## src/tmc_pkg.sv

```systemverilog
`default_nettype none
package tmc_pkg;
	// register byte offsets
	localparam logic [7:0] OFS_CONFIG    = 8'h00;
	localparam logic [7:0] OFS_COUNTER   = 8'h04;
	localparam logic [7:0] OFS_PWM_CNT   = 8'h08;
	localparam logic [7:0] OFS_ACC_CNT   = 8'h0C;
	localparam logic [7:0] OFS_ACC_CTL   = 8'h10;
	localparam logic [7:0] OFS_FLAGS     = 8'h14;
	localparam logic [7:0] OFS_ENABLES   = 8'h18;
	localparam logic [7:0] OFS_PORT_DATA = 8'h1C;
	localparam logic [7:0] OFS_PORT_DIR  = 8'h20;
	localparam logic [7:0] OFS_INT_CFG   = 8'h24;
	localparam logic [7:0] OFS_PWM_DUTY  = 8'h28;
	localparam logic [2:0] CHAN_PAGE     = 3'h2;
	// timer_module_config_reg fields
	localparam int CFG_STOP      = 0;
	localparam int CFG_FRZ_EN    = 1;
	localparam int CFG_FRZ_SPARE = 2;
	localparam int CFG_SSTOP     = 3;
	localparam int CFG_STEP      = 4;
	// accumulator control fields
	localparam int ACC_MODE    = 0;
	localparam int ACC_ON      = 1;
	localparam int ACC_CH7_OC  = 2;
	localparam int ACC_PSC_LSB = 4;
	localparam logic [3:0] PSC_EXT = 4'h9;
	// flag positions above the eight channel flags
	localparam int FLG_TOF   = 8;
	localparam int FLG_PAOVF = 9;
	localparam int FLG_PAIF  = 10;
	// sizes
	localparam int NUM_CH = 8;
	localparam int PSC_W  = 9;
	localparam int CNT_W  = 16;
	localparam int ACC_W  = 8;
	localparam int FLAG_W = 11;
	localparam int SYN_W  = 10;
	localparam int SYN_ACC = 1;
	localparam int SYN_EXT = 0;
	// reset values
	localparam logic [3:0]  RST_CONFIG  = 4'h0;
	localparam logic [7:0]  RST_BYTE    = 8'h00;
	localparam logic [7:0]  RST_OE_N    = 8'hFF;
	localparam logic [15:0] RST_WORD    = 16'h0000;
	localparam logic [10:0] RST_FLAGS   = 11'h000;

	typedef struct packed {
		logic        psel;
		logic        penable;
		logic        pwrite;
		logic [7:0]  paddr;
		logic [31:0] pwdata;
		logic [3:0]  pstrb;
	} tmc_apb_req_t;

	typedef struct packed {
		logic [7:0] port;
		logic       acc;
		logic       ext_clk;
		logic       freeze;
	} tmc_pins_t;

	typedef enum logic [0:0] {
		ACC_EVENT = 1'b0,
		ACC_GATED = 1'b1
	} tmc_acc_mode_t;
endpackage
`default_nettype wire

```

## src/tmc_timer_ctrl.sv

```systemverilog
// Decided for this implementation: the APB interface to the registers and the register offsets.
`timescale 1ns/1ps
`default_nettype none
//Contract
// three capture, four compare and one selectable channel
// shared 16-bit counter clocked by nine-stage prescaler or external clock
// 8-bit accumulator counting events or gated time
// two PWM outputs with own duties on a shared 16-bit counter
// 8-bit bidirectional port; PWM outputs only; accumulator, clock inputs only
// every register takes byte or word writes
// a word read samples both bytes at one instant
// stop bit shuts the module clock off until cleared or reset; the code does not gate the clock but holds all counters and the prescaler
// while stopped all counters and prescaler hold
// software touches only config and interrupt config while stopped; the code does not block writes to any other register while stopped
// freeze when debug freeze and enable bit set; spare bit inert
// in freeze prescaler, accumulator, synchronizers halt; CPU functions work
// under debug freeze read-only and write-once bits become writable
// freeze ends on freeze negation, enable clear, or reset
// operations started before freeze still complete
// single-step stop halts counting; pin reads keep latched levels
// step bit advances prescaler and synchronizers once, only in stop
// each function has flag and enable; enabled event raises interrupt
// interrupt stays until flag is cleared
// flag clears by read then write zero; new event keeps it
// each step write gives a one-cycle enable pulse
// freeze and step act only as enables, not on registers
module tmc_timer_ctrl (
	// clock and reset
	input  wire logic                  pclk,
	input  wire logic                  presetn,
	// register bus
	input  wire tmc_pkg::tmc_apb_req_t apb_req,
	output logic                       pready,
	output logic [31:0]                prdata,
	output logic                       pslverr,
	// pins
	input  wire tmc_pkg::tmc_pins_t    pins_in,
	output logic [7:0]                 port_out,
	output logic [7:0]                 port_oe_n,
	output logic [1:0]                 pwm_out,
	output logic                       irq
);
	logic [3:0]          cfg_reg;
	logic                step_pulse_reg;
	logic [8:0]          psc_reg;
	logic [9:0]          sync1_reg;
	logic [9:0]          sync2_reg;
	logic [9:0]          sync3_reg;
	logic [9:0]          edge_reg;
	logic [15:0]         cnt_reg;
	logic [15:0]         pwm_cnt_reg;
	logic [15:0]         duty_reg;
	logic [7:0]          acc_cnt_reg;
	logic [7:0]          acc_ctl_reg;
	logic [10:0]         flag_reg;
	logic [10:0]         flag_next;
	logic [10:0]         armed_reg;
	logic [10:0]         en_reg;
	logic [7:0]          data_reg;
	logic [7:0]          oe_n_reg;
	logic [7:0]          int_cfg_reg;
	logic [1:0]          pwm_reg;
	logic                irq_reg;
	logic [31:0]         prdata_reg;
	logic [31:0]         rdata_next;
	logic [15:0]         chan_reg [0:7];

	function automatic logic [15:0] merge16(input logic [15:0] old,
		input logic [31:0] wd, input logic [3:0] strb);
		merge16 = {strb[1] ? wd[15:8] : old[15:8],
			strb[0] ? wd[7:0] : old[7:0]};
	endfunction

	function automatic logic psc_hit(input logic [8:0] psc,
		input logic [3:0] sel);
		logic [9:0] m;
		m = (10'h001 << (sel + 4'h1)) - 10'h001;
		psc_hit = (psc & m[8:0]) == m[8:0];
	endfunction

	// bus decode
	wire setup    = apb_req.psel & ~apb_req.penable;
	wire access   = apb_req.psel & apb_req.penable;
	wire wr       = access & apb_req.pwrite;
	wire rd       = access & ~apb_req.pwrite;
	wire [7:0] ad = apb_req.paddr;
	wire [31:0] wd = apb_req.pwdata;
	wire [3:0] sb = apb_req.pstrb;
	wire hit_cfg  = ad == tmc_pkg::OFS_CONFIG;
	wire hit_cnt  = ad == tmc_pkg::OFS_COUNTER;
	wire hit_pwmc = ad == tmc_pkg::OFS_PWM_CNT;
	wire hit_accc = ad == tmc_pkg::OFS_ACC_CNT;
	wire hit_actl = ad == tmc_pkg::OFS_ACC_CTL;
	wire hit_flg  = ad == tmc_pkg::OFS_FLAGS;
	wire hit_en   = ad == tmc_pkg::OFS_ENABLES;
	wire hit_dat  = ad == tmc_pkg::OFS_PORT_DATA;
	wire hit_dir  = ad == tmc_pkg::OFS_PORT_DIR;
	wire hit_icfg = ad == tmc_pkg::OFS_INT_CFG;
	wire hit_duty = ad == tmc_pkg::OFS_PWM_DUTY;
	wire hit_chan = (ad[7:5] == tmc_pkg::CHAN_PAGE) & (ad[1:0] == 2'b00);
	wire [2:0] ch_idx = ad[4:2];
	wire mapped = hit_cfg | hit_cnt | hit_pwmc | hit_accc | hit_actl
		| hit_flg | hit_en | hit_dat | hit_dir | hit_icfg | hit_duty
		| hit_chan;

	// mode control
	wire dbg_frz    = pins_in.freeze;
	wire running    = ~cfg_reg[tmc_pkg::CFG_STOP];
	wire frz_active = dbg_frz & cfg_reg[tmc_pkg::CFG_FRZ_EN]; // see R11
	wire sstop      = cfg_reg[tmc_pkg::CFG_SSTOP];
	// stop cannot gate the real clock here, so it holds every counter instead
	wire tick_en    = running
		& ((~frz_active & ~sstop) | step_pulse_reg); // see R9 see R12
	wire step_wr    = wr & hit_cfg & sb[0] & wd[tmc_pkg::CFG_STEP];

	wire [3:0] psc_sel = acc_ctl_reg[tmc_pkg::ACC_PSC_LSB +: 4];
	wire ext_sel    = psc_sel >= tmc_pkg::PSC_EXT;
	wire count_tick = running & (ext_sel ? edge_reg[tmc_pkg::SYN_EXT]
		: (tick_en & psc_hit(psc_reg, psc_sel))); // see R2
	wire [7:0] port_edge = edge_reg[9:2];
	wire acc_edge   = edge_reg[tmc_pkg::SYN_ACC];
	wire acc_lvl    = sync2_reg[tmc_pkg::SYN_ACC];
	wire acc_on     = acc_ctl_reg[tmc_pkg::ACC_ON];
	wire ch7_oc     = acc_ctl_reg[tmc_pkg::ACC_CH7_OC];
	wire acc_inc    = acc_on & running & ((acc_ctl_reg[tmc_pkg::ACC_MODE]
		== tmc_pkg::ACC_EVENT) ? acc_edge : (count_tick & acc_lvl)); // see R3

	// channel events: 0..2 capture, 3..6 compare, 7 selectable
	logic [7:0] cap_ev;
	logic [7:0] cmp_ev;
	always_comb
	begin
		for (int i = 0; i < tmc_pkg::NUM_CH; i++)
		begin
			cap_ev[i] = 1'b0;
			cmp_ev[i] = 1'b0;
			if (i < 3 || (i == 7 && !ch7_oc))
				cap_ev[i] = port_edge[i]; // see R1
			else
				cmp_ev[i] = count_tick & (cnt_reg == chan_reg[i]);
		end
	end

	wire [10:0] set_vec = {acc_on & acc_edge,
		acc_inc & (acc_cnt_reg == 8'hFF),
		count_tick & (cnt_reg == 16'hFFFF),
		cap_ev | cmp_ev};
	wire [10:0] wmask = {{3{sb[1]}}, {8{sb[0]}}};
	wire flg_wr  = wr & hit_flg;
	wire [10:0] clr_vec = flg_wr ? (armed_reg & wmask & ~wd[10:0])
		: 11'h000;
	// a set in the same cycle as its clear wins
	assign flag_next = dbg_frz && flg_wr
		? ((flag_reg & ~wmask) | (wd[10:0] & wmask) | set_vec)
		: ((flag_reg & ~clr_vec) | set_vec); // see R19

	wire [7:0] port_rd;
	assign port_rd = (data_reg & ~oe_n_reg)
		| (sync2_reg[9:2] & oe_n_reg);

	always_ff @(posedge pclk or negedge presetn)
	begin
		if (!presetn)
		begin
			cfg_reg        <= tmc_pkg::RST_CONFIG;
			step_pulse_reg <= 1'b0;
			psc_reg        <= 9'h000;
		end
		else
		begin
			if (wr && hit_cfg && sb[0])
				cfg_reg <= wd[3:0]; // see R6
			step_pulse_reg <= step_wr & sstop; // see R17
			if (tick_en)
				psc_reg <= psc_reg + 9'h001; // see R2
		end
	end

	// synchronizers only clock on the shared enable
	always_ff @(posedge pclk or negedge presetn)
	begin
		if (!presetn)
		begin
			sync1_reg <= 10'h000;
			sync2_reg <= 10'h000;
			sync3_reg <= 10'h000;
			edge_reg  <= 10'h000;
		end
		else
		begin
			if (tick_en)
			begin
				sync1_reg <= {pins_in.port, pins_in.acc, pins_in.ext_clk};
				sync2_reg <= sync1_reg;
				sync3_reg <= sync2_reg; // see R12
			end
			// a caught edge is acted on even if freeze begins now
			edge_reg <= tick_en ? (sync2_reg & ~sync3_reg)
				: 10'h000;
		end
	end

	always_ff @(posedge pclk or negedge presetn)
	begin
		if (!presetn)
		begin
			cnt_reg     <= tmc_pkg::RST_WORD;
			pwm_cnt_reg <= tmc_pkg::RST_WORD;
			acc_cnt_reg <= tmc_pkg::RST_BYTE;
		end
		else
		begin
			if (wr && hit_cnt && dbg_frz)
				cnt_reg <= merge16(cnt_reg, wd, sb);
			else if (count_tick)
				cnt_reg <= cnt_reg + 16'h0001; // see R2
			if (wr && hit_pwmc && dbg_frz)
				pwm_cnt_reg <= merge16(pwm_cnt_reg, wd, sb);
			else if (count_tick)
				pwm_cnt_reg <= pwm_cnt_reg + 16'h0001;
			if (wr && hit_accc && sb[0])
				acc_cnt_reg <= wd[7:0];
			else if (acc_inc)
				acc_cnt_reg <= acc_cnt_reg + 8'h01;
		end
	end

	always_ff @(posedge pclk or negedge presetn)
	begin
		if (!presetn)
		begin
			for (int i = 0; i < tmc_pkg::NUM_CH; i++)
				chan_reg[i] <= tmc_pkg::RST_WORD;
		end
		else
		begin
			for (int i = 0; i < tmc_pkg::NUM_CH; i++)
			begin
				if (cap_ev[i])
					chan_reg[i] <= cnt_reg;
				else if (wr && hit_chan && ch_idx == 3'(i)
					&& (dbg_frz || i >= 3 && !(i == 7 && !ch7_oc)))
					chan_reg[i] <= merge16(chan_reg[i], wd, sb);
			end
		end
	end

	always_ff @(posedge pclk or negedge presetn)
	begin
		if (!presetn)
		begin
			flag_reg  <= tmc_pkg::RST_FLAGS;
			armed_reg <= tmc_pkg::RST_FLAGS;
			en_reg    <= tmc_pkg::RST_FLAGS;
			irq_reg   <= 1'b0;
		end
		else
		begin
			flag_reg <= flag_next;
			if (rd && hit_flg)
				armed_reg <= flag_reg;
			else if (flg_wr)
				armed_reg <= 11'h000;
			if (wr && hit_en)
				en_reg <= (en_reg & ~wmask) | (wd[10:0] & wmask);
			irq_reg <= |(flag_reg & en_reg); // see R18
		end
	end

	always_ff @(posedge pclk or negedge presetn)
	begin
		if (!presetn)
		begin
			acc_ctl_reg <= tmc_pkg::RST_BYTE;
			data_reg    <= tmc_pkg::RST_BYTE;
			oe_n_reg    <= tmc_pkg::RST_OE_N;
			int_cfg_reg <= tmc_pkg::RST_BYTE;
			duty_reg    <= tmc_pkg::RST_WORD;
			pwm_reg     <= 2'b00;
		end
		else
		begin
			if (wr && hit_actl && sb[0])
				acc_ctl_reg <= wd[7:0];
			if (wr && hit_dat && sb[0])
				data_reg <= wd[7:0];
			if (wr && hit_dir && sb[0])
				oe_n_reg <= ~wd[7:0]; // see R5
			if (wr && hit_icfg && sb[0])
				int_cfg_reg <= wd[7:0];
			if (wr && hit_duty)
				duty_reg <= merge16(duty_reg, wd, sb);
			pwm_reg <= {pwm_cnt_reg[7:0] < duty_reg[15:8],
				pwm_cnt_reg[7:0] < duty_reg[7:0]};
		end
	end

	// read data sampled once in setup: every byte from one instant
	always_comb
	begin
		rdata_next = 32'h0000_0000;
		if (hit_cfg)
			rdata_next[3:0] = cfg_reg;
		else if (hit_cnt)
			rdata_next[15:0] = cnt_reg;
		else if (hit_pwmc)
			rdata_next[15:0] = pwm_cnt_reg;
		else if (hit_accc)
			rdata_next[7:0] = acc_cnt_reg;
		else if (hit_actl)
			rdata_next[7:0] = acc_ctl_reg;
		else if (hit_flg)
			rdata_next[10:0] = flag_reg;
		else if (hit_en)
			rdata_next[10:0] = en_reg;
		else if (hit_dat)
			rdata_next[7:0] = port_rd;
		else if (hit_dir)
			rdata_next[7:0] = ~oe_n_reg;
		else if (hit_icfg)
			rdata_next[7:0] = int_cfg_reg;
		else if (hit_duty)
			rdata_next[15:0] = duty_reg;
		else if (hit_chan)
			rdata_next[15:0] = chan_reg[ch_idx];
	end

	always_ff @(posedge pclk or negedge presetn)
	begin
		if (!presetn)
			prdata_reg <= 32'h0000_0000;
		else if (setup)
			prdata_reg <= rdata_next;
	end

	assign pready    = 1'b1;
	assign pslverr   = access & ~mapped;
	assign prdata    = prdata_reg;
	assign port_out  = data_reg;
	assign port_oe_n = oe_n_reg;
	assign pwm_out   = pwm_reg;
	assign irq       = irq_reg;
endmodule
`default_nettype wire

```

## config.mk

```make
export PLATFORM = sky130hd
export DESIGN_NAME = tmc_timer_ctrl
export DESIGN_NICKNAME = d
export VERILOG_FILES = /design/src/tmc_pkg.sv /design/src/tmc_timer_ctrl.sv
export SDC_FILE = /design/constraint.sdc
export NUM_CORES = 1
export LEC_CHECK = 0
export BUFFER_PORTS_ARGS = -buffer_cell sky130_fd_sc_hd__buf_2
export CORE_ASPECT_RATIO = 0.7
export CORE_MARGIN = 3
export CORE_UTILIZATION = 30
export CTS_BUF_LIST = sky130_fd_sc_hd__clkbuf_16
export DETAILED_ROUTE_END_ITERATION = 10
export PLACE_DENSITY_LB_ADDON = 0.25
export SLEW_MARGIN = 20
export SYNTH_ARGS = -nofsm -noshare
export SYNTH_HDL_FRONTEND = slang
export SYNTH_SLANG_ARGS = --single-unit
```

## constraint.sdc

```tcl
create_clock -name pclk -period 9.25 [get_ports pclk]
set_input_delay 1.85 -clock pclk [delete_from_list [all_inputs] [get_ports pclk]]
set_output_delay 1.85 -clock pclk [all_outputs]
set_load 0.02 [all_outputs]
```

Word-level counts from Yosys, hierarchy flattened
Index checks and enable logic that the tools add are counted.

Register bits after elaboration: 322. Input port bits: 60. Output and inout bits: 53. Word-level logic and storage cells: 284.

Add/sub/neg operators: 6. Order comparisons: 4. Eq/ne operators: 30. Shifts and indexed selects: 1. Muxes and demuxes: 58. Bitwise operators: 69. Reductions and logical operators: 76.

Operators with widths (count): $mux W16 (28); $mux W8 (14); $eq A16 B16 Y1 (5); $and A11 B11 Y11 (7); $mux W11 (6); $bmux W16 S3 (1); $or A11 B11 Y11 (4); $reduce_and A2 Y1 (22); $logic_and A1 B1 Y1 (33); $not A11 Y11 (3); $add A16 B1 Y16 const B (2); $eq A8 B5 Y1 const B (4); $reduce_bool A2 Y1 (16); $and A1 B1 Y1 (27); $eq A8 B6 Y1 const B (3); $and A8 B8 Y8 (2); $eq A16 B16 Y1 const B (1); $eq A8 B4 Y1 const B (2); $lt A8 B8 Y1 (2); $not A8 Y8 (2); $or A8 B8 Y8 (2); $eq A3 B3 Y1 const B (4); $mux W12 (1); $or A1 B1 Y1 (12); other kinds (26) (41).

Logic depth before layout (Yosys ltp)
Gate-level depths: netlist (run 1).

Depth in word-level cells: 26. Depth in mapped cells: 14. Depth with buffers taken out: 11.

Worst setup path after synthesis (run 1)
OpenSTA, ideal clock, no wires.

Kind: input-to-output. Start point: input apb_req[38] in the netlist's numbering. End point: output pslverr. Data arrival time: 3394 ps. Data required time: 7400 ps. Path slack: 4006 ps. Stages: 7. Buffers on the path: 4. Cell sequence: buf_2 -> buf_2 -> buf_2 -> and2_1 -> buf_2 -> o22ai_1 -> a21oi_1.

Cells in the longest elaborated chain, start to end: 14. Elaborated cells on any way between the ends: 24. Those cells by class: 10 x eq/ne; 13 x bitwise; 1 x reduce/logical.

Ends and longest elaborated chain: from (decl) (RTL line tmc_timer_ctrl.sv:32) `input wire tmc_pkg::tmc_apb_req_t apb_req,`; $eq A8 B3 Y1 / $logic_not A8 Y1 (equally long branches) (RTL line tmc_timer_ctrl.sv:90, tmc_timer_ctrl.sv:89); $or A1 B1 Y1 (4 in a row) (RTL line tmc_timer_ctrl.sv:102) `wire mapped = hit_cfg | hit_cnt | hit_pwmc | hit_accc | hit_actl`; $or A1 B1 Y1 (5 in a row) (RTL line tmc_timer_ctrl.sv:103) `| hit_flg | hit_en | hit_dat | hit_dir | hit_icfg | hit_duty`; $or A1 B1 Y1 (*) (RTL line tmc_timer_ctrl.sv:103); $or A1 B1 Y1 (*) (RTL line tmc_timer_ctrl.sv:104) `| hit_chan;`; $not A1 Y1 (*) (RTL line tmc_timer_ctrl.sv:337) `assign pslverr = access & ~mapped;`; $and A1 B1 Y1 (*) (RTL line tmc_timer_ctrl.sv:337); to (decl) (RTL line tmc_timer_ctrl.sv:35) `output logic pslverr,`.

Every way passes the cells marked *; elsewhere a longest branch is shown, timed or not.

Worst setup path after layout (run 1)
Start point: input apb_req[40] in the netlist's numbering. End point: output pslverr.

The elaborated chain is that of the path after synthesis.

==> results of run 1 <==
[stage by stage]
step	util	power (W)
final	0.342	0.00375
after CTS	0.342	0.00377
after floorplan	-	0.00213
after detailed placement	0.324	0.00243
after global routing	0.342	0.00393
after global placement	0.324	0.00242
[path summary, 6_finish.rpt]
| kind | start | endpoint | depth (start not counted) |
|---|---|---|---|
| setup / recovery | apb_req[40] | pslverr | 6 |
| hold / removal | sync3_reg[1] | edge_reg[1] | 1 |
| setup reg to reg | acc_ctl_reg[5] | pwm_cnt_reg[13] | 12 |
| hold reg to reg | sync3_reg[1] | edge_reg[1] | 1 |
| max in group asynchronous | presetn | pwm_cnt_reg[12] | 3 |
| min in group asynchronous | presetn | sync3_reg[2] | 1 |
[metal layers]
layer  vias up  GRT usage  share of wire
met5         -          0        0.00044
met4         4     0.0397          0.019
met3        91     0.0626           0.10
met2       597      0.271           0.40
met1      7200      0.298           0.47
li1       6380          -              -
[power groups by stage]
stage                     Combinational [W]  Clock [W]  Sequential (W)
after global routing               0.000812    0.00142         0.00169
after floorplan                    0.000518          0         0.00161
after detailed placement           0.000733          0         0.00170
after global placement             0.000724          0         0.00169
final                              0.000743    0.00133         0.00168
after CTS                          0.000737    0.00136         0.00167
[critical path, stage by stage]
cell     delay [ns]
buf_2          0.10
buf_4          0.29
or4b_1         0.85
o22ai_1        0.27
a21oi_1        0.13
buf_2          0.17
[cell type report]
cell class	instances	area, um^2
diodes	2	5.00
clock buffers	35	876
clock inverters	26	170
fillers	5828	37600
inverters	20	75.1
multi-input cells	1316	8960
flip-flops and latches	314	7870
well taps	750	938
repair buffers	114	673
[kinds of logic (layout without fill, tap and decap cells)]
kind of cell	after synthesis	count (layout)	synth area share
compound gates	369	369	0.132
xor+xnor	95	95	0.0476
fa+ha+maj	19	19	0.0136
buf+inv	167	195	0.0408
flops	314	314	0.450
mux	234	234	0.161
other cells	2	19	0.000430
simple gates	582	582	0.154
[cells in the final DEF, fill, tap and decap left out, drive strengths merged, types with 7 or more instances in the layout]
master  instances
dfrtp         306
nand2         266
o21ai         134
mux2          121
buf           114
nor2          113
a21oi          89
mux2i          87
xor2           66
nand3          35
clkbuf         35
inv            32
nor3           31
xnor2          29
and3           27
mux4           26
nand2b         23
a211oi         20
nor4           20
ha             19
conb           17
nand4          15
a221oi         15
o32ai          13
or3            12
o31ai          12
o22ai          11
and2           11
clkinv         11
a22oi           9
o221a           9
o211ai          8
dfstp           8
nor3b           7
a21o            7
==> impl_metrics.csv, run 1 <==
group,metric,value,unit
timing,hold_slack,0.426,ns
logic_synthesis,async_flop_share,1.00,
cells_and_area,area.growth.synth_to_final,12.0,%
logic_synthesis,yosysMostFrequentCell,"dfrtp_1",
detailed_routing,viasPerCell,5.54,
logic_synthesis,synth_commonest_cells,"dfrtp_1, nand2_1, o21ai_0, mux2_2, nor2_1",
placement,placed_area,18500,um^2
clock_network,cts.clk_slew.worst_paths,0.06,ns
placement,io_buffer_count,77,
floorplanning,initial_utilization,0.306,
power_and_ir_drop,switching_share,0.328,
placement,dpl.hpwl,43.5,mm
detailed_routing,drt_wl_total,61.3,mm
clock_network,postCtsResizedCells,0,
power_and_ir_drop,p_sw,0.00123,W
detailed_routing,routedWlPerCell,23.8,um
timing,setup_viol,0,
timing,tns,0,ns
power_and_ir_drop,vdd_ir_drop_max,0.0877,mV
cells_and_area,fin_cells,2577,
power_and_ir_drop,pwr-share-seq,0.447,
logic_synthesis,synth_area,17500,um^2
power_and_ir_drop,power.density,192,nW/um^2
floorplanning,row_count,73,
floorplanning,die_area,61200,um^2
detailed_routing,route.detailed.drc,0,
detailed_routing,vias,14300,
power_and_ir_drop,p_int,0.00252,W
logic_synthesis,synth_cell_types,74,
logic_synthesis,synth_edf_count,0,
setup_path,end_kind,"primary output",
setup_path,startpoint_type,"input port",
logic_synthesis,synth_cells,1782,
setup_path,r2r_slack,5.60,ns
clock_network,cts.path.max_buffers,3,
setup_path,path_max_fanout,35,
grt,antenna_found_initial,2,
grt,grt-ovfl-total,0,
floorplanning,die_w,294,um
timing,finalCriticalPeriod,5.54,ns
flow_run,cap_viol_max_count,0,
power_and_ir_drop,leakage,8.82,nW
clock_network,cts-root-buf,"clkbuf_16",
floorplanning,core-area,57200,um^2
cells_and_area,nets,1880,
clock_network,cts_tree,"done",
grt,grt.total_usage,0.197,
placement,dpl_worst_slack,3.75,ns
power_and_ir_drop,comb_power_share,0.198,
timing,slew-limit-headroom,0.384,
setup_path,crit_type,"input port to primary output",
clock_network,clock_sinks,314,
clock_network,h-tree-depth,2,
run_status,status,"finished clean",
min_path,min_path_type,"register to register",
logic_synthesis,synth_area_per_cell,9.80,um^2
floorplanning,ios,113,
logic_synthesis,synth-seq-area-share,0.450,
logic_synthesis,synth-seq-cells,314,
cells_and_area,largest_reg_flops,128,
clock_network,cts_made_buffers,35,
detailed_routing,first_iter_violations,1333,
logic_synthesis,synth.top_cell.area_share,0.438,
power_and_ir_drop,power.share.clock,0.355,
cells_and_area,drive_gt1_frac,0.182,
logic_synthesis,synth_ff_type,"dfrtp_1",
timing,fin_skew,0.0242,ns
setup_path,cp_data_required_time,7.40,ns
clock_network,ctsHoldBuffers,0,
grt,grt_max_degree,98,
grt,grt_pass1_wl,91.1,mm
timing,rsz0062_at_grt,"no",
timing,fmax,180,MHz
timing,tightest_slew,0.923,ns
logic_synthesis,synth_top_cell_by_area,"dfrtp_1",
grt,first_global_vias,13700,
clock_network,clk_latency,0.54,ns
clock_network,postCtsSetupBuffers,0,
logic_synthesis,synthTopCellsByArea,"dfrtp_1, mux2_2, nand2_1, mux2i_1, o21ai_0",
setup_path,arrival,3.69,ns
timing,period_share,0.599,
timing,setup_ws,3.71,ns
logic_synthesis,yosys_warnings,0,
placement,finalWeightedCongestion,0.930,
cells_and_area,final_cell_area,19600,um^2
placement,dpl.cell_count,2514,
timing,slew_viol_final,0,
floorplanning,die_y,208,um
detailed_routing,drtPass1Iterations,5,
detailed_routing,ant_nets,0,
timing,finalHoldViolations,0,
No activity file was read; power rests on OpenSTA's default activity.
==> run 2, diff against run 1 <==
--- a/config.mk
+++ b/config.mk
@@ -5,6 +5,7 @@
 export SDC_FILE = /design/constraint.sdc
 export NUM_CORES = 1
 export LEC_CHECK = 0
+export ABC_AREA = 1
 export BUFFER_PORTS_ARGS = -buffer_cell sky130_fd_sc_hd__buf_2
 export CORE_ASPECT_RATIO = 0.7
 export CORE_MARGIN = 3
==> constraint.sdc (replaced) <==
create_clock -name pclk -period 4.48 [get_ports pclk]
set_input_delay 0.896 -clock pclk [delete_from_list [all_inputs] [get_ports pclk]]
set_output_delay 0.896 -clock pclk [all_outputs]
set_load 0.02 [all_outputs]
==> run 2 against run 1 <==
  * Die area decreased by 0.70%
  * Via count grew 14%
  * Sequential power grew 110%
  * Cell count increased by 19%
  * Setup slack got worse by 2.8 ns
  * Area after synthesis decreased by 0.72%
  * Clock-buffer cell count grew 2
  * Clock skew shrank 0.010 ns
  * Sequential share of layout area rose by 0.094 points
  * Non-clock buffer count fell by 4
  * Flip-flop and latch count unchanged
  * Wire length increased by 5.7%
  * Critical endpoint unchanged
==> impl_metrics.csv, run 2 <==
group,metric,value,unit
run_status,status,"finished clean",
clock_network,ctsHoldBuffers,0,
clock_network,postCtsResizedCells,0,
timing,slew-limit-headroom,0.340,
power_and_ir_drop,leakage,8.83,nW
grt,first_global_vias,15200,
setup_path,slowest_delay,0.29,ns
grt,grt_pass1_wl,97.6,mm
floorplanning,die_y,207,um
floorplanning,die_w,293,um
power_and_ir_drop,comb_power_share,0.220,
power_and_ir_drop,vdd_ir_drop_max,0.246,mV
timing,slew_viol_final,0,
clock_network,cts.path.max_buffers,3,
cells_and_area,drive_gt1_frac,0.0951,
setup_path,path_cells,"buf_2 -> inv_1 -> nand2_2 -> inv_2 -> nand2_1 -> nor2_1 -> inv_1 -> nand3_1 -> nor3_1 -> buf_2",
clock_network,clock_sinks,314,
grt,grt_max_degree,97,
logic_synthesis,synth-seq-area-share,0.454,
setup_path,end_kind,"primary output",
flow_run,cap_viol_max_count,0,
grt,grt_use_met3,0.0498,
timing,finalHoldViolations,0,
detailed_routing,ant_nets,0,
grt,grt_use_met1,0.337,
grt,grt-ovfl-total,0,
timing,fin_skew,0.0142,ns
power_and_ir_drop,p_int,0.00547,W
clock_network,cts_tree,"done",
logic_synthesis,synth.top_cell.area_share,0.441,
cells_and_area,largest_reg_flops,128,
detailed_routing,vias,16200,
clock_network,cts-root-buf,"clkbuf_16",
logic_synthesis,synth_top_cell_by_area,"dfrtp_1",
grt,antenna_found_initial,6,
floorplanning,initial_utilization,0.304,
floorplanning,core-area,57000,um^2
setup_path,worstReg2RegStart,"acc_ctl_reg[6]",
logic_synthesis,synth_area_per_cell,7.74,um^2
detailed_routing,drt_wl_total,64.8,mm
logic_synthesis,synthAdderAreaFrac,0.0137,
timing,finalCriticalPeriod,3.59,ns
grt,grt.total_usage,0.210,
cells_and_area,mostFrequentLayoutCells,"nand2_1, dfrtp_1, o21ai_0, inv_1, nor2_1",
clock_network,cts.clk_slew.worst_paths,0.06,ns
floorplanning,ios,113,
setup_path,startpoint_type,"input port",
logic_synthesis,synth_area,17300,um^2
power_and_ir_drop,pwr-share-seq,0.426,
logic_synthesis,synth_edf_count,0,
clock_network,cts_made_buffers,35,
detailed_routing,viasPerCell,5.31,
setup_path,arrival,2.69,ns
placement,finalWeightedCongestion,0.934,
placement,io_buffer_count,77,
logic_synthesis,synth-seq-cells,314,
logic_synthesis,synth-xor-area-share,0.0434,
logic_synthesis,synth_ff_type,"dfrtp_1",
grt,use_met2,0.282,
setup_path,critPathSlowestCell,"inv_1",
logic_synthesis,synth_top_family_by_area,"simple AND/OR/NAND/NOR gates",
logic_synthesis,synth-compound-area-share,0.175,
timing,period_share,0.800,
power_and_ir_drop,switching_share,0.345,
power_and_ir_drop,power.share.clock,0.354,
detailed_routing,routedWlPerCell,21.2,um
placement,dpl.hpwl,47.6,mm
logic_synthesis,synth-simple-area-share,0.233,
logic_synthesis,yosysMostFrequentCell,"nand2_1",
min_path,min_path_type,"input port to async pin",
logic_synthesis,synth_cells,2240,
timing,tightest_slew,0.989,ns
logic_synthesis,yosys_warnings,0,
cells_and_area,area.growth.synth_to_final,12.5,%
detailed_routing,drtPass1Iterations,6,
cells_and_area,fill_cells,6059,
setup_path,cp_data_required_time,3.58,ns
timing,rsz0062_at_grt,"no",
detailed_routing,first_iter_violations,1944,
clock_network,h-tree-depth,2,
grt,top_usage_layer,"met1",
logic_synthesis,synth_commonest_cells,"nand2_1, dfrtp_1, o21ai_0, inv_1, nor2_1",
logic_synthesis,synthMuxAreaShare,0.00289,
clock_network,postCtsSetupBuffers,0,
power_and_ir_drop,p_total,0.00836,W
logic_synthesis,async_flop_share,1.00,
cells_and_area,nets,2356,
timing,tns,0,ns
logic_synthesis,synth_cell_types,49,
timing,setup_viol,0,
cells_and_area,layout_commonest_cell,"nand2_1",
power_and_ir_drop,p_sw,0.00288,W
timing,fmax,279,MHz
detailed_routing,route.detailed.drc,0,
logic_synthesis,synthTopCellsByArea,"dfrtp_1, nand2_1, o21ai_0, inv_1, nand3_1",
power_and_ir_drop,power.density,428,nW/um^2
setup_path,startpoint,"apb_req[38]",
floorplanning,row_count,73,
setup_path,crit_type,"input port to primary output",
floorplanning,die_area,60800,um^2
setup_path,path_max_fanout,12,
clock_network,clk_latency,0.54,ns
run 2: worst paths after layout:
path	endpoint	slack, ns	depth (start not counted)
min reg2reg	edge_reg[0]	0.42	1
max reg2reg	cnt_reg[0]	1.50	15
max	pslverr	0.89	10
max in group asynchronous	flag_reg[8]	3.02	2
min in group pclk	edge_reg[0]	0.42	1
min	pwm_cnt_reg[5]	0.38	1
run 2: power groups by stage:
stage | clock (W) | sequential, W | combinational (W)
floorplan | 0 | 0.00336 | 0.00137
CTS | 0.00301 | 0.00355 | 0.00182
global placement | 0 | 0.00359 | 0.00177
detailed placement | 0 | 0.00359 | 0.00181
global route | 0.00313 | 0.00359 | 0.00206
finish | 0.00296 | 0.00356 | 0.00184
run 2: cell families after synthesis:
group,Yosys count
adder cells (fa/ha/maj),19
multiplexers,5
AND/OR/NAND/NOR,969
buffers and inverters,321
flip-flops,314
XOR/XNOR,86
other,2
AO/OA/AOI/OAI,524
run 2: area by class of cell:
type | count | area, um^2 | share of cell area
Clock inverter | 25 | 210 | 0.0108
Clock buffer | 37 | 926 | 0.0474
Sequential cell | 314 | 7870 | 0.403
Multi-Input combinational cell | 1620 | 8170 | 0.419
Timing Repair Buffer | 110 | 668 | 0.0342
Tap cell | 750 | 938 | 0.0481
Antenna cell | 2 | 5.00 | 0.000256
Inverter | 196 | 736 | 0.0377
run 2: stage by stage:
step	util	instances	hold slack (ns)	cell area (um^2)	setup slack [ns]
floorplan	-	2255	0.402	17400	1.27
global placement	0.322	2990	0.416	18400	0.917
detailed placement	0.322	2990	0.416	18400	0.873
CTS	0.342	3052	0.423	19500	0.875
global route	0.342	3052	0.441	19500	0.804
finish	0.343	3054	0.380	19500	0.895
run 2: layer usage:
layer	share of wire	up-vias
li1	-	7469
met1	0.49	7894
met2	0.39	772
met3	0.10	92
met4	0.018	2
met5	0.0011	-
run 2: worst max-delay path, delay by kind of cell:
family / cells / cell delay (ns)
buffers and inverters: 5 / 0.93
AND/OR/NAND/NOR: 5 / 0.85
